$ cat src/cio_defs.vh
/*
  Constants for the configurable I/O cell block: encodings of the
  configuration selects and the documented default sizes.
  Assumes it is included by bare name from the design file.
*/
`ifndef CIO_DEFS_VH
`define CIO_DEFS_VH

// output buffer source select (2 bits per cell)
`define CIO_OSRC_DIRECT 2'h0
`define CIO_OSRC_INVERT 2'h1
`define CIO_OSRC_REG 2'h2
`define CIO_OSRC_DEC 2'h3

// pad termination select (2 bits per cell)
`define CIO_TERM_NONE 2'h0
`define CIO_TERM_UP 2'h1
`define CIO_TERM_DOWN 2'h2

// core input connection select (2 bits per connection)
`define CIO_ISRC_RAW 2'h0
`define CIO_ISRC_MASTER 2'h1
`define CIO_ISRC_SLAVE 2'h2

// default sizes of one chip edge
`define CIO_NUM_IO 8
`define CIO_NUM_LOCAL 4
`define CIO_NUM_DEC 4
`define CIO_NUM_DEC_SMALL 2

`endif

$ cat src/cio_block.v
/*
  One chip edge of configurable I/O cells with their wide edge decoders.
  Each cell has an output path (direct, inverted, registered or decoder
  source, three-state with selectable polarity), an input path with an
  optional capture delay and a master/slave input flip-flop, and pad
  termination control. The edge carries a set of wide AND decoders.
  Assumes: configuration bits are static levels from the configuration
  logic on clk; cfg_done and gsr come from logic on clk; the per-cell
  flip-flop clocks are core signals on clk, sampled for edges; pad_in is
  asynchronous. The pad wire itself is resolved outside from pad_oe.
*/
// How it works
// RULE1: output source is direct, inverted or registered
// RULE2: each flip-flop starts at its configured initial value
// RULE3: global set/reset forces flip-flops to initial value
// RULE4: per flip-flop clock edge selected by polarity
// RULE5: three-state control polarity selectable per cell
// RULE6: pull-up/down/none; pull-up always during configuration
// RULE7: pad input feeds core and input flip-flop
// RULE8: input capture delayed unless fast option set
// RULE9: each core input is raw, master or slave
// RULE10: four decoders per edge, two on small variant
// RULE11: decoder inputs are first input paths plus locals
// RULE12: decoder output high only when AND term true
// RULE13: each decoder splits at midpoint into halves
// RULE14: decoder outputs reach core and output pads
// RULE15: disabled three-state releases pad, else drives it
`timescale 1ns/1ps
`include "cio_defs.vh"

module cio_block
#(
  parameter NUM_IO = `CIO_NUM_IO,
  parameter NUM_LOCAL = `CIO_NUM_LOCAL,
  parameter NUM_DEC = `CIO_NUM_DEC,
  parameter SMALL_VARIANT = 0
)
(
  input wire clk,
  input wire rst_n,
  input wire cfg_done,
  input wire gsr,
  input wire [NUM_IO-1:0] core_out,
  input wire [NUM_IO-1:0] core_t,
  input wire [NUM_IO-1:0] out_clk,
  input wire [NUM_IO-1:0] in_clk,
  input wire [2*NUM_IO-1:0] out_sel,
  input wire [NUM_IO-1:0] t_pol,
  input wire [NUM_IO-1:0] out_clk_pol,
  input wire [NUM_IO-1:0] in_clk_pol,
  input wire [NUM_IO-1:0] out_init,
  input wire [NUM_IO-1:0] in_init,
  input wire [NUM_IO-1:0] fast_input_capture_option,
  input wire [2*NUM_IO-1:0] term_sel,
  input wire [2*NUM_IO-1:0] path_first_sel,
  input wire [2*NUM_IO-1:0] path_second_sel,
  input wire [NUM_IO-1:0] pad_in,
  output wire [NUM_IO-1:0] pad_out,
  output wire [NUM_IO-1:0] pad_oe,
  output wire [NUM_IO-1:0] pad_pull_up,
  output wire [NUM_IO-1:0] pad_pull_down,
  output wire [NUM_IO-1:0] input_path_first,
  output wire [NUM_IO-1:0] input_path_second,
  input wire [NUM_LOCAL-1:0] dec_local,
  input wire [NUM_DEC*(NUM_IO+NUM_LOCAL)-1:0] dec_sel,
  input wire [NUM_DEC*(NUM_IO+NUM_LOCAL)-1:0] dec_inv,
  input wire [NUM_DEC-1:0] dec_split,
  output wire [2*NUM_DEC-1:0] dec_out
);

  localparam DW = NUM_IO + NUM_LOCAL;
  // decoders actually built on this variant
  localparam DEC_ACTIVE = SMALL_VARIANT ? `CIO_NUM_DEC_SMALL : NUM_DEC;

  ////////////////////////////////////////////////////////////////////////
  // helpers

  // wide AND of the selected inputs, each optionally inverted;
  // an empty selection reads high, like an unloaded pulled-up line
  function dec_and;
    input [DW-1:0] v;
    input [DW-1:0] sel;
    input [DW-1:0] inv;
    begin
      dec_and = &((v ^ inv) | ~sel);
    end
  endfunction

  // core input connection mux, shared by both connections of a cell
  function in_mux;
    input [1:0] sel;
    input raw;
    input master;
    input slave;
    begin
      case (sel)
        `CIO_ISRC_MASTER: in_mux = master;
        `CIO_ISRC_SLAVE: in_mux = slave;
        default: in_mux = raw;
      endcase
    end
  endfunction

  ////////////////////////////////////////////////////////////////////////
  // reset release: asserted at once, released through two flip-flops

  reg rst_s1_reg;
  reg rst_n_sync_reg;

  // release is synchronised so no flip-flop sees a ragged deassertion
  always @(posedge clk or negedge rst_n)
  begin
    if (!rst_n)
    begin
      rst_s1_reg <= 1'b0;
      rst_n_sync_reg <= 1'b0;
    end
    else
    begin
      rst_s1_reg <= 1'b1;
      rst_n_sync_reg <= rst_s1_reg;
    end
  end

  // flip-flops held at their initial value while unconfigured or in gsr
  wire force_init = ~cfg_done | gsr; // RULE2 RULE3

  ////////////////////////////////////////////////////////////////////////
  // decoder input vector and midpoint mask

  reg [NUM_IO-1:0] path_first_reg;
  reg [NUM_IO-1:0] path_second_reg;
  reg [2*NUM_DEC-1:0] dec_out_reg;

  // first input paths of this edge plus one local line per row/column
  wire [DW-1:0] dec_vec = {dec_local, path_first_reg}; // RULE11

  // lower half: first half of the pads and first half of the locals
  wire [DW-1:0] lo_mask;
  genvar m;
  generate
    for (m = 0; m < DW; m = m + 1)
    begin : g_mask
      if (m < NUM_IO)
      begin : g_io
        assign lo_mask[m] = (m < NUM_IO / 2);
      end
      else
      begin : g_loc
        assign lo_mask[m] = (m - NUM_IO < NUM_LOCAL / 2);
      end
    end
  endgenerate

  ////////////////////////////////////////////////////////////////////////
  // wide edge decoders

  genvar d;
  generate
    for (d = 0; d < NUM_DEC; d = d + 1)
    begin : g_dec
      wire [DW-1:0] sel = dec_sel[d*DW +: DW];
      wire [DW-1:0] inv = dec_inv[d*DW +: DW];
      wire full = dec_and(dec_vec, sel, inv); // RULE12
      wire lo = dec_and(dec_vec, sel & lo_mask, inv);
      wire hi = dec_and(dec_vec, sel & ~lo_mask, inv);

      // a split decoder gives two independent halves; unsplit, both
      // outputs carry the full term; unbuilt decoders read low
      always @(posedge clk or negedge rst_n_sync_reg)
      begin
        if (!rst_n_sync_reg)
          dec_out_reg[2*d +: 2] <= 2'h0;
        else if (d >= DEC_ACTIVE) // RULE10
          dec_out_reg[2*d +: 2] <= 2'h0;
        else if (dec_split[d]) // RULE13
          dec_out_reg[2*d +: 2] <= {hi, lo};
        else
          dec_out_reg[2*d +: 2] <= {full, full}; // RULE12
      end
    end
  endgenerate

  // decoder outputs go to the core for further combination
  assign dec_out = dec_out_reg; // RULE14

  ////////////////////////////////////////////////////////////////////////
  // I/O cells

  reg [NUM_IO-1:0] pad_out_reg;
  reg [NUM_IO-1:0] pad_oe_reg;
  reg [NUM_IO-1:0] pull_up_reg;
  reg [NUM_IO-1:0] pull_down_reg;

  genvar i;
  generate
    for (i = 0; i < NUM_IO; i = i + 1)
    begin : g_cell
      reg pad_s1_reg;
      reg pad_s2_reg;
      reg pad_dly_reg;
      reg in_eff_q_reg;
      reg out_eff_q_reg;
      reg master_reg;
      reg slave_reg;
      reg out_ff_reg;
      reg osrc_next;
      reg edge_armed_reg;

      // clock seen through its polarity bit: the active edge is always
      // a rise of the effective clock
      wire in_eff = in_clk[i] ^ in_clk_pol[i]; // RULE4
      wire out_eff = out_clk[i] ^ out_clk_pol[i]; // RULE4
      // no history on the first cycle out of reset: take no edge there
      wire in_edge = in_eff & ~in_eff_q_reg & edge_armed_reg;
      wire out_edge = out_eff & ~out_eff_q_reg & edge_armed_reg;

      // the default path takes one extra stage; the fast option trades
      // hold margin for a shorter capture window
      wire cap_d = fast_input_capture_option[i] ? pad_s2_reg :
        pad_dly_reg; // RULE8
      wire [1:0] osel = out_sel[2*i +: 2];
      wire [1:0] term = term_sel[2*i +: 2];
      // after polarity, a high control means the driver is disabled
      wire t_dis = core_t[i] ^ t_pol[i]; // RULE5

      // pad synchroniser and capture delay stage
      always @(posedge clk or negedge rst_n_sync_reg)
      begin
        if (!rst_n_sync_reg)
        begin
          pad_s1_reg <= 1'b0;
          pad_s2_reg <= 1'b0;
          pad_dly_reg <= 1'b0;
          in_eff_q_reg <= 1'b0;
          out_eff_q_reg <= 1'b0;
          edge_armed_reg <= 1'b0;
        end
        else
        begin
          pad_s1_reg <= pad_in[i];
          pad_s2_reg <= pad_s1_reg;
          pad_dly_reg <= pad_s2_reg;
          in_eff_q_reg <= in_eff;
          out_eff_q_reg <= out_eff;
          edge_armed_reg <= 1'b1;
        end
      end

      // input flip-flop: master transparent in the inactive phase,
      // slave loads the master on the active edge
      always @(posedge clk or negedge rst_n_sync_reg)
      begin
        if (!rst_n_sync_reg)
        begin
          master_reg <= 1'b0;
          slave_reg <= 1'b0;
        end
        else if (force_init)
        begin
          master_reg <= in_init[i]; // RULE2 RULE3
          slave_reg <= in_init[i]; // RULE2 RULE3
        end
        else
        begin
          if (!in_eff)
            master_reg <= cap_d; // RULE7
          if (in_edge)
            slave_reg <= master_reg;
        end
      end

      // output flip-flop
      always @(posedge clk or negedge rst_n_sync_reg)
      begin
        if (!rst_n_sync_reg)
          out_ff_reg <= 1'b0;
        else if (force_init)
          out_ff_reg <= out_init[i]; // RULE2 RULE3
        else if (out_edge)
          out_ff_reg <= core_out[i];
      end

      // output source select; decoder source maps cells onto halves
      always @*
      begin
        case (osel)
          `CIO_OSRC_DIRECT: osrc_next = core_out[i]; // RULE1
          `CIO_OSRC_INVERT: osrc_next = ~core_out[i]; // RULE1
          `CIO_OSRC_REG: osrc_next = out_ff_reg; // RULE1
          `CIO_OSRC_DEC: osrc_next = dec_out_reg[i % (2*NUM_DEC)]; // RULE14
          default: osrc_next = core_out[i];
        endcase
      end

      // pad driver, termination and core input connections
      always @(posedge clk or negedge rst_n_sync_reg)
      begin
        if (!rst_n_sync_reg)
        begin
          pad_out_reg[i] <= 1'b0;
          pad_oe_reg[i] <= 1'b0;
          pull_up_reg[i] <= 1'b1;
          pull_down_reg[i] <= 1'b0;
          path_first_reg[i] <= 1'b0;
          path_second_reg[i] <= 1'b0;
        end
        else
        begin
          pad_out_reg[i] <= osrc_next;
          // nothing drives the pad before configuration is done
          pad_oe_reg[i] <= cfg_done & ~t_dis; // RULE15
          // pull-up is forced while configuring, whatever is chosen
          pull_up_reg[i] <= ~cfg_done | (term == `CIO_TERM_UP); // RULE6
          pull_down_reg[i] <= cfg_done & (term == `CIO_TERM_DOWN); // RULE6
          path_first_reg[i] <= in_mux(path_first_sel[2*i +: 2], pad_s2_reg,
            master_reg, slave_reg); // RULE9 RULE7
          path_second_reg[i] <= in_mux(path_second_sel[2*i +: 2], pad_s2_reg,
            master_reg, slave_reg); // RULE9
        end
      end
    end
  endgenerate

  ////////////////////////////////////////////////////////////////////////
  // outputs, all straight from flip-flops

  assign pad_out = pad_out_reg;
  assign pad_oe = pad_oe_reg; // RULE15
  assign pad_pull_up = pull_up_reg;
  assign pad_pull_down = pull_down_reg;
  assign input_path_first = path_first_reg;
  assign input_path_second = path_second_reg;

endmodule

$ cat config.mk
export PLATFORM = sky130hd
export DESIGN_NAME = cio_block
export DESIGN_NICKNAME = d
export VERILOG_FILES = /design/src/cio_block.v
export VERILOG_INCLUDE_DIRS = /design/src
export SDC_FILE = /design/constraint.sdc
export NUM_CORES = 1
export LEC_CHECK = 0
export BUFFER_PORTS_ARGS = -buffer_cell sky130_fd_sc_hd__buf_2
export CORE_MARGIN = 2
export CORE_UTILIZATION = 41
export DETAILED_ROUTE_END_ITERATION = 8
export GPL_TIMING_DRIVEN = 0
export PLACE_DENSITY_LB_ADDON = 0.1
export SYNTH_ARGS = -nofsm -noshare
export SYNTH_HDL_FRONTEND = slang
export SYNTH_SLANG_ARGS = --single-unit
$ cat constraint.sdc
create_clock -name clk -period 3.5 [get_ports clk]
set_clock_uncertainty 0.1 [all_clocks]
set_input_delay 0 -clock clk [delete_from_list [all_inputs] [get_ports clk]]
set_output_delay 0 -clock clk [all_outputs]
set_load 0.01 [all_outputs]
---- After elaboration in Yosys (flattened, before gate mapping) ----
Cells that the tools add are included.
Widths: inputs -> output; s select.
operators by class
  equality and inequality tests ........... 80
  multiplexer cells ....................... 84
  bitwise gates (word level) .............. 142
  reduce and logical (&&, ||, !) cells .... 36
operators by type and width
  operator            number
  $or 12x12->12       12
  $reduce_and 12->1   12
  $not 12->12         8
  $eq 2x2->1 const B  40
  $eq 2x1->1 const B  32
  $mux 1              56
  $and 1x1->1         48
  $not 10->12         4
  $xor 12x12->12      4
  $not 1->1           33
  $pmux 1 s2          16
  $pmux 1 s4          8
  $reduce_bool 2->1   16
  $xor 1x1->1         24
  $logic_not 2->1     8
  $ne 2x2->1 const B  8
  $or 1x1->1          9
  $mux 2              4
storage, ports and cells
  bits in registers ....................... 123
  input bits .............................. 260
  word-level logic and storage cells ...... 461

---- Logic depth before layout (Yosys ltp) ----
  depth in word-level cells ............... 5
  mapped depth ............................ 5

---- Worst setup path before layout ----
OpenSTA, ideal clock, no wires.
  path type ............................... flip-flop to flip-flop
  from .................................... register path_first_reg[0] (netlist: input_path_first[0])
  to ...................................... register dec_out_reg[7] (netlist: dec_out[7])
  setup time .............................. 77 ps
  arrival ................................. 1066 ps
  required time ........................... 3323 ps
  path slack .............................. 2257 ps
  stages on the path, launching flop included .. 6
  buffers on the path ..................... 1
  period minus slack after synthesis ...... 1243 ps
  cell sequence ........................... dfrtp_1 buf_4 xnor2_1 a22oi_1 nand3_1 a21oi_1
on the way
  cells in the longest elaborated chain, start to end .. 4
  elaborated cells on any way between the ends .. 6
  those cells by class .................... mux (1); bitwise (3); reduce/logical (2)
RTL lines
  item                               line             text
  from (decl)                        cio_block.v:131  reg [NUM_IO-1:0] path_first_reg;
  from (signal, indexed assignment)  cio_block.v:316  path_first_reg[i] <= in_mux(path_first_sel[2*i +: 2], pad_s2_reg,
  $xor 12x12->12 (*)                 cio_block.v:85   dec_and = &((v ^ inv) | ~sel);
  $or 12x12->12                      cio_block.v:85
  $reduce_and 12->1                  cio_block.v:85
  $mux 2 (*)                         cio_block.v:176  else if (dec_split[d])
  to (signal, indexed assignment)    cio_block.v:177  dec_out_reg[2*d +: 2] <= {hi, lo};
  to (signal, indexed assignment)    cio_block.v:179  dec_out_reg[2*d +: 2] <= {full, full};
  to (decl)                          cio_block.v:133  reg [2*NUM_DEC-1:0] dec_out_reg;
Every way passes the cells marked *; elsewhere a longest branch is shown, timed or not.
A chain may end at the register's enable or synchronous reset.

---- Worst setup path in the final report ----
  from .................................... register path_first_reg[7] (netlist: input_path_first[7])
  to ...................................... register dec_out_reg[6] (netlist: dec_out[6])
The elaborated chain is that of the path after synthesis.

==> results by group <==
Outcome
  • Run status: finished clean

GRT
  • Number of antenna violations at the first check in global routing: 2
  • Met3 Use GR: under 10%
  • First-pass GRT wire length: 31.98 mm
  • Busiest grt layer: met2
  • Sum of overflow across all layers after global routing: 0
  • Met2 Use GR: approximately half
  • Met1 global-route usage: approximately a quarter
  • Vias in the first global route: ~6700
  • Pin count of the biggest net entering global routing: 67
  • Overall global routing resource usage: 25.88%

Min path
  • Classification of the worst-slack hold path: in2reg

Clocking
  • Root Buffer: clkbuf_16
  • Post-CTS repair timing setup buffer count: 0
  • TritonCTS clock tree: done
  • Clock sink count: 123
  • CTS H-tree depth: 4
  • Clock transition at path regs: around 50 ps
  • Clock Latency Late Sink: roughly 400 ps
  • Deepest clock path buffer count: 2
  • Num CTS Buffers: 17

Routing
  • Via total after detailed routing: roughly 6000
  • Vias per inst: 4.734
  • DRT antenna net count: 0
  • Remaining design rule violation count: 0
  • First-pass detailed-route iteration total: 4
  • Routed WL per cell: approximately 16 µm
  • WL final: around 20 mm
  • Initial drt markers: about 250

Timing
  • Unrepaired setup endpoints after global routing: false
  • Final critical path time including I/O delays and setup: about 2900 ps
  • Worst-case hold slack: roughly 34 ps
  • Pins over their slew limit: 0
  • Upper clock frequency limit: approximately 350 MHz
  • Final Setup Violations: 0
  • Part of the cycle the worst path needs: between 80% and 90%
  • Transition at the pin with the smallest max-transition slack: between 700 and 800 ps
  • Final hold violation count: 0
  • Post-layout worst setup margin: approximately 600 ps
  • Max-Slew Margin vs Limit: roughly 50%
  • Total negative slack for setup checks: 0 ps

Cells and area
  • Nets: ~1400
  • Count of filler cells inserted in the layout: between 1000 and 1500
  • Synthesis-to-layout area growth: 73.71%
  • Final non-filler cell total: roughly 1300
  • Share of post-route cells with drive strength above 1: around 33%
  • Share of the core filled with cells: just over 70%

Power
  • Pwr dens: just over 400 nW/µm²
  • Worst IR drop on VDD: between 200 and 300 µV
  • Leakage component of the power: 5.342 nW

Die
  • Die X-Extent: 125.3 µm
  • Number of standard-cell rows in the floorplan: 44
  • Initial standard-cell utilization of the core: between 40% and 50%
  • DIE HEIGHT: ~130 µm
  • Die area: around 16000 µm²
  • Count of pins on the block boundary: between 300 and 400
  • CORE AREA: 14480 µm²

Critical path
  • Startpoint-to-endpoint class of the critical path: reg2reg
  • Data arrival time at the worst-slack endpoint: between 3000 and 4000 ps
  • Startpoint types: register
  • Type of destination of the critical path: register
  • Largest fanout of any net on the critical path: 4
  • Required time of the critical path: roughly 3700 ps

Yosys
  • Syn_area_per_cell: 10.93 µm²
  • Dominant cell by count in the synthesized netlist: dfrtp_1
  • Library cells used by synthesis: 25
  • Area share of the leading cell type in the synthesized netlist: a little under half
  • Proportion of synthesized flip-flops having asynchronous set or reset: 100.0%
  • Post-synthesis instance total: around 550
  • Cells taking the most area after synthesis: dfrtp_1 (48%), xnor2_1 (9.3%), ha_1 (6.6%)
  • Commonest register cell after synthesis: dfrtp_1
  • Library cell occupying the most area in the post-synthesis netlist: dfrtp_1
  • EDFF count, synth: 0
  • Cell area after synthesis: ~6000 µm²
  • Flip-flop and latch count after synthesis: between 100 and 150
  • Post-synthesis sequential area ratio: roughly half
  • Synth warn: 0
  • Most frequent cells after synthesis: dfrtp_1 (115), xnor2_1 (64), inv_1 (58)

Placed design
  • Port buffer count: around 310
  • Final weighted congestion of routability-driven global placement: around 0.9
  • Worst-case setup slack after placement: approximately 1900 ps
  • Placed insts: between 1000 and 1500
  • Half-perimeter wire length after detailed placement: between 10 and 15 mm

Run
  • Max-cap violations: 0
[logic make-up after synthesis]
kind of cell,Yosys count,synth area share (%)
compound gates,118,11.58
other cells,1,0.06218
xor+xnor,74,10.75
flops,123,51.20
fa+ha+maj,32,6.639
simple gates,101,9.316
mux,26,4.315
buf+inv,77,6.141
[critical path: stages (launching register included)]
cell	delay, ps
dfrtp_1	380
buf_6	140
xnor2_1	120
a22oi_1	130
dlygate4sd3_1	580
nand3_1	100
dlygate4sd3_1	590
a21oi_1	130
dlygate4sd3_1	560
[placed cells by master (no fill, tap or decap), types with 4 or more instances in the layout]
cell type,n
inv_1,58
nand3_1,8
buf_6,10
xor2_1,10
clkbuf_16,17
a21oi_1,16
clkbuf_1,11
and2_1,8
nor3b_2,8
buf_2,313
o21ai_0,47
dlygate4sd3_1,205
dfrtp_1,114
nand3b_1,8
and3_1,8
a31oi_1,6
ha_1,32
o21ai_1,9
nand2_1,46
xnor2_1,64
a22oi_1,40
mux2i_1,26
clkinv_2,4
nand2b_1,13
dfstp_2,8
[final cells by class]
| class | count | area [µm²] | share of cell area, % |
|---|---|---|---|
| Multi-Input combinational cell | 353 | 2576 | 24.59 |
| Inverter | 58 | 217.7 | 2.078 |
| Timing Repair Buffer | 517 | 3636 | 34.71 |
| Buffer | 19 | 152.6 | 1.457 |
| Antenna cell | 2 | 5.005 | 0.04777 |
| Clock inverter | 8 | 95.09 | 0.9077 |
| Tap cell | 184 | 230.2 | 2.198 |
| Clock buffer | 24 | 471.7 | 4.503 |
| Sequential cell | 123 | 3092 | 29.51 |
[through the flow]
stage,cell area (µm²),power [mW]
global placement,7823,2.306
detailed placement,7853,2.334
CTS,10470,4.286
finish,10480,4.271
global route,10480,4.483
floorplan,6036,1.993
[per-layer routing]
layer  wire (µm)  up-vias  share of wire, %
li1            -     2917                 -
met1        7253     2882                36
met2       11000      240                55
met3        1126       58               5.6
met4         732        0               3.6
met5           0        -                 0
[path summary, 6_finish.rpt]
path | cells after the start | slack [ps] | startpoint | endpoint
min in group asynchronous | 0 | 290 | rst_n_sync_reg | g_cell[1].slave_reg
max | 8 | 600 | input_path_first[7] | dec_out[6]
min reg2reg | 0 | 250 | g_cell[6].pad_s1_reg | g_cell[6].pad_s2_reg
min | 4 | 30 | path_first_sel[0] | input_path_first[0]
max reg2reg | 8 | 600 | input_path_first[7] | dec_out[6]
max in group asynchronous | 1 | 2220 | rst_n_sync_reg | pad_out[0]
[power breakdown]
| part | switching [mW] | internal, mW | total [mW] |
|---|---|---|---|
| combinational | 0.398 | 0.567 | 0.965 |
| clock | 0.605 | 1.08 | 1.68 |
| sequential | 0.0766 | 1.54 | 1.62 |
| total | 1.08 | 3.19 | 4.27 |
[timing repair]
action | 4_1_cts | 5_1_grt
hold buffers | 205 | 0
resized for setup | 0 | 0
hold endpoints to repair | 106 | 0
Note: power is estimated with default switching activity, not from simulation.
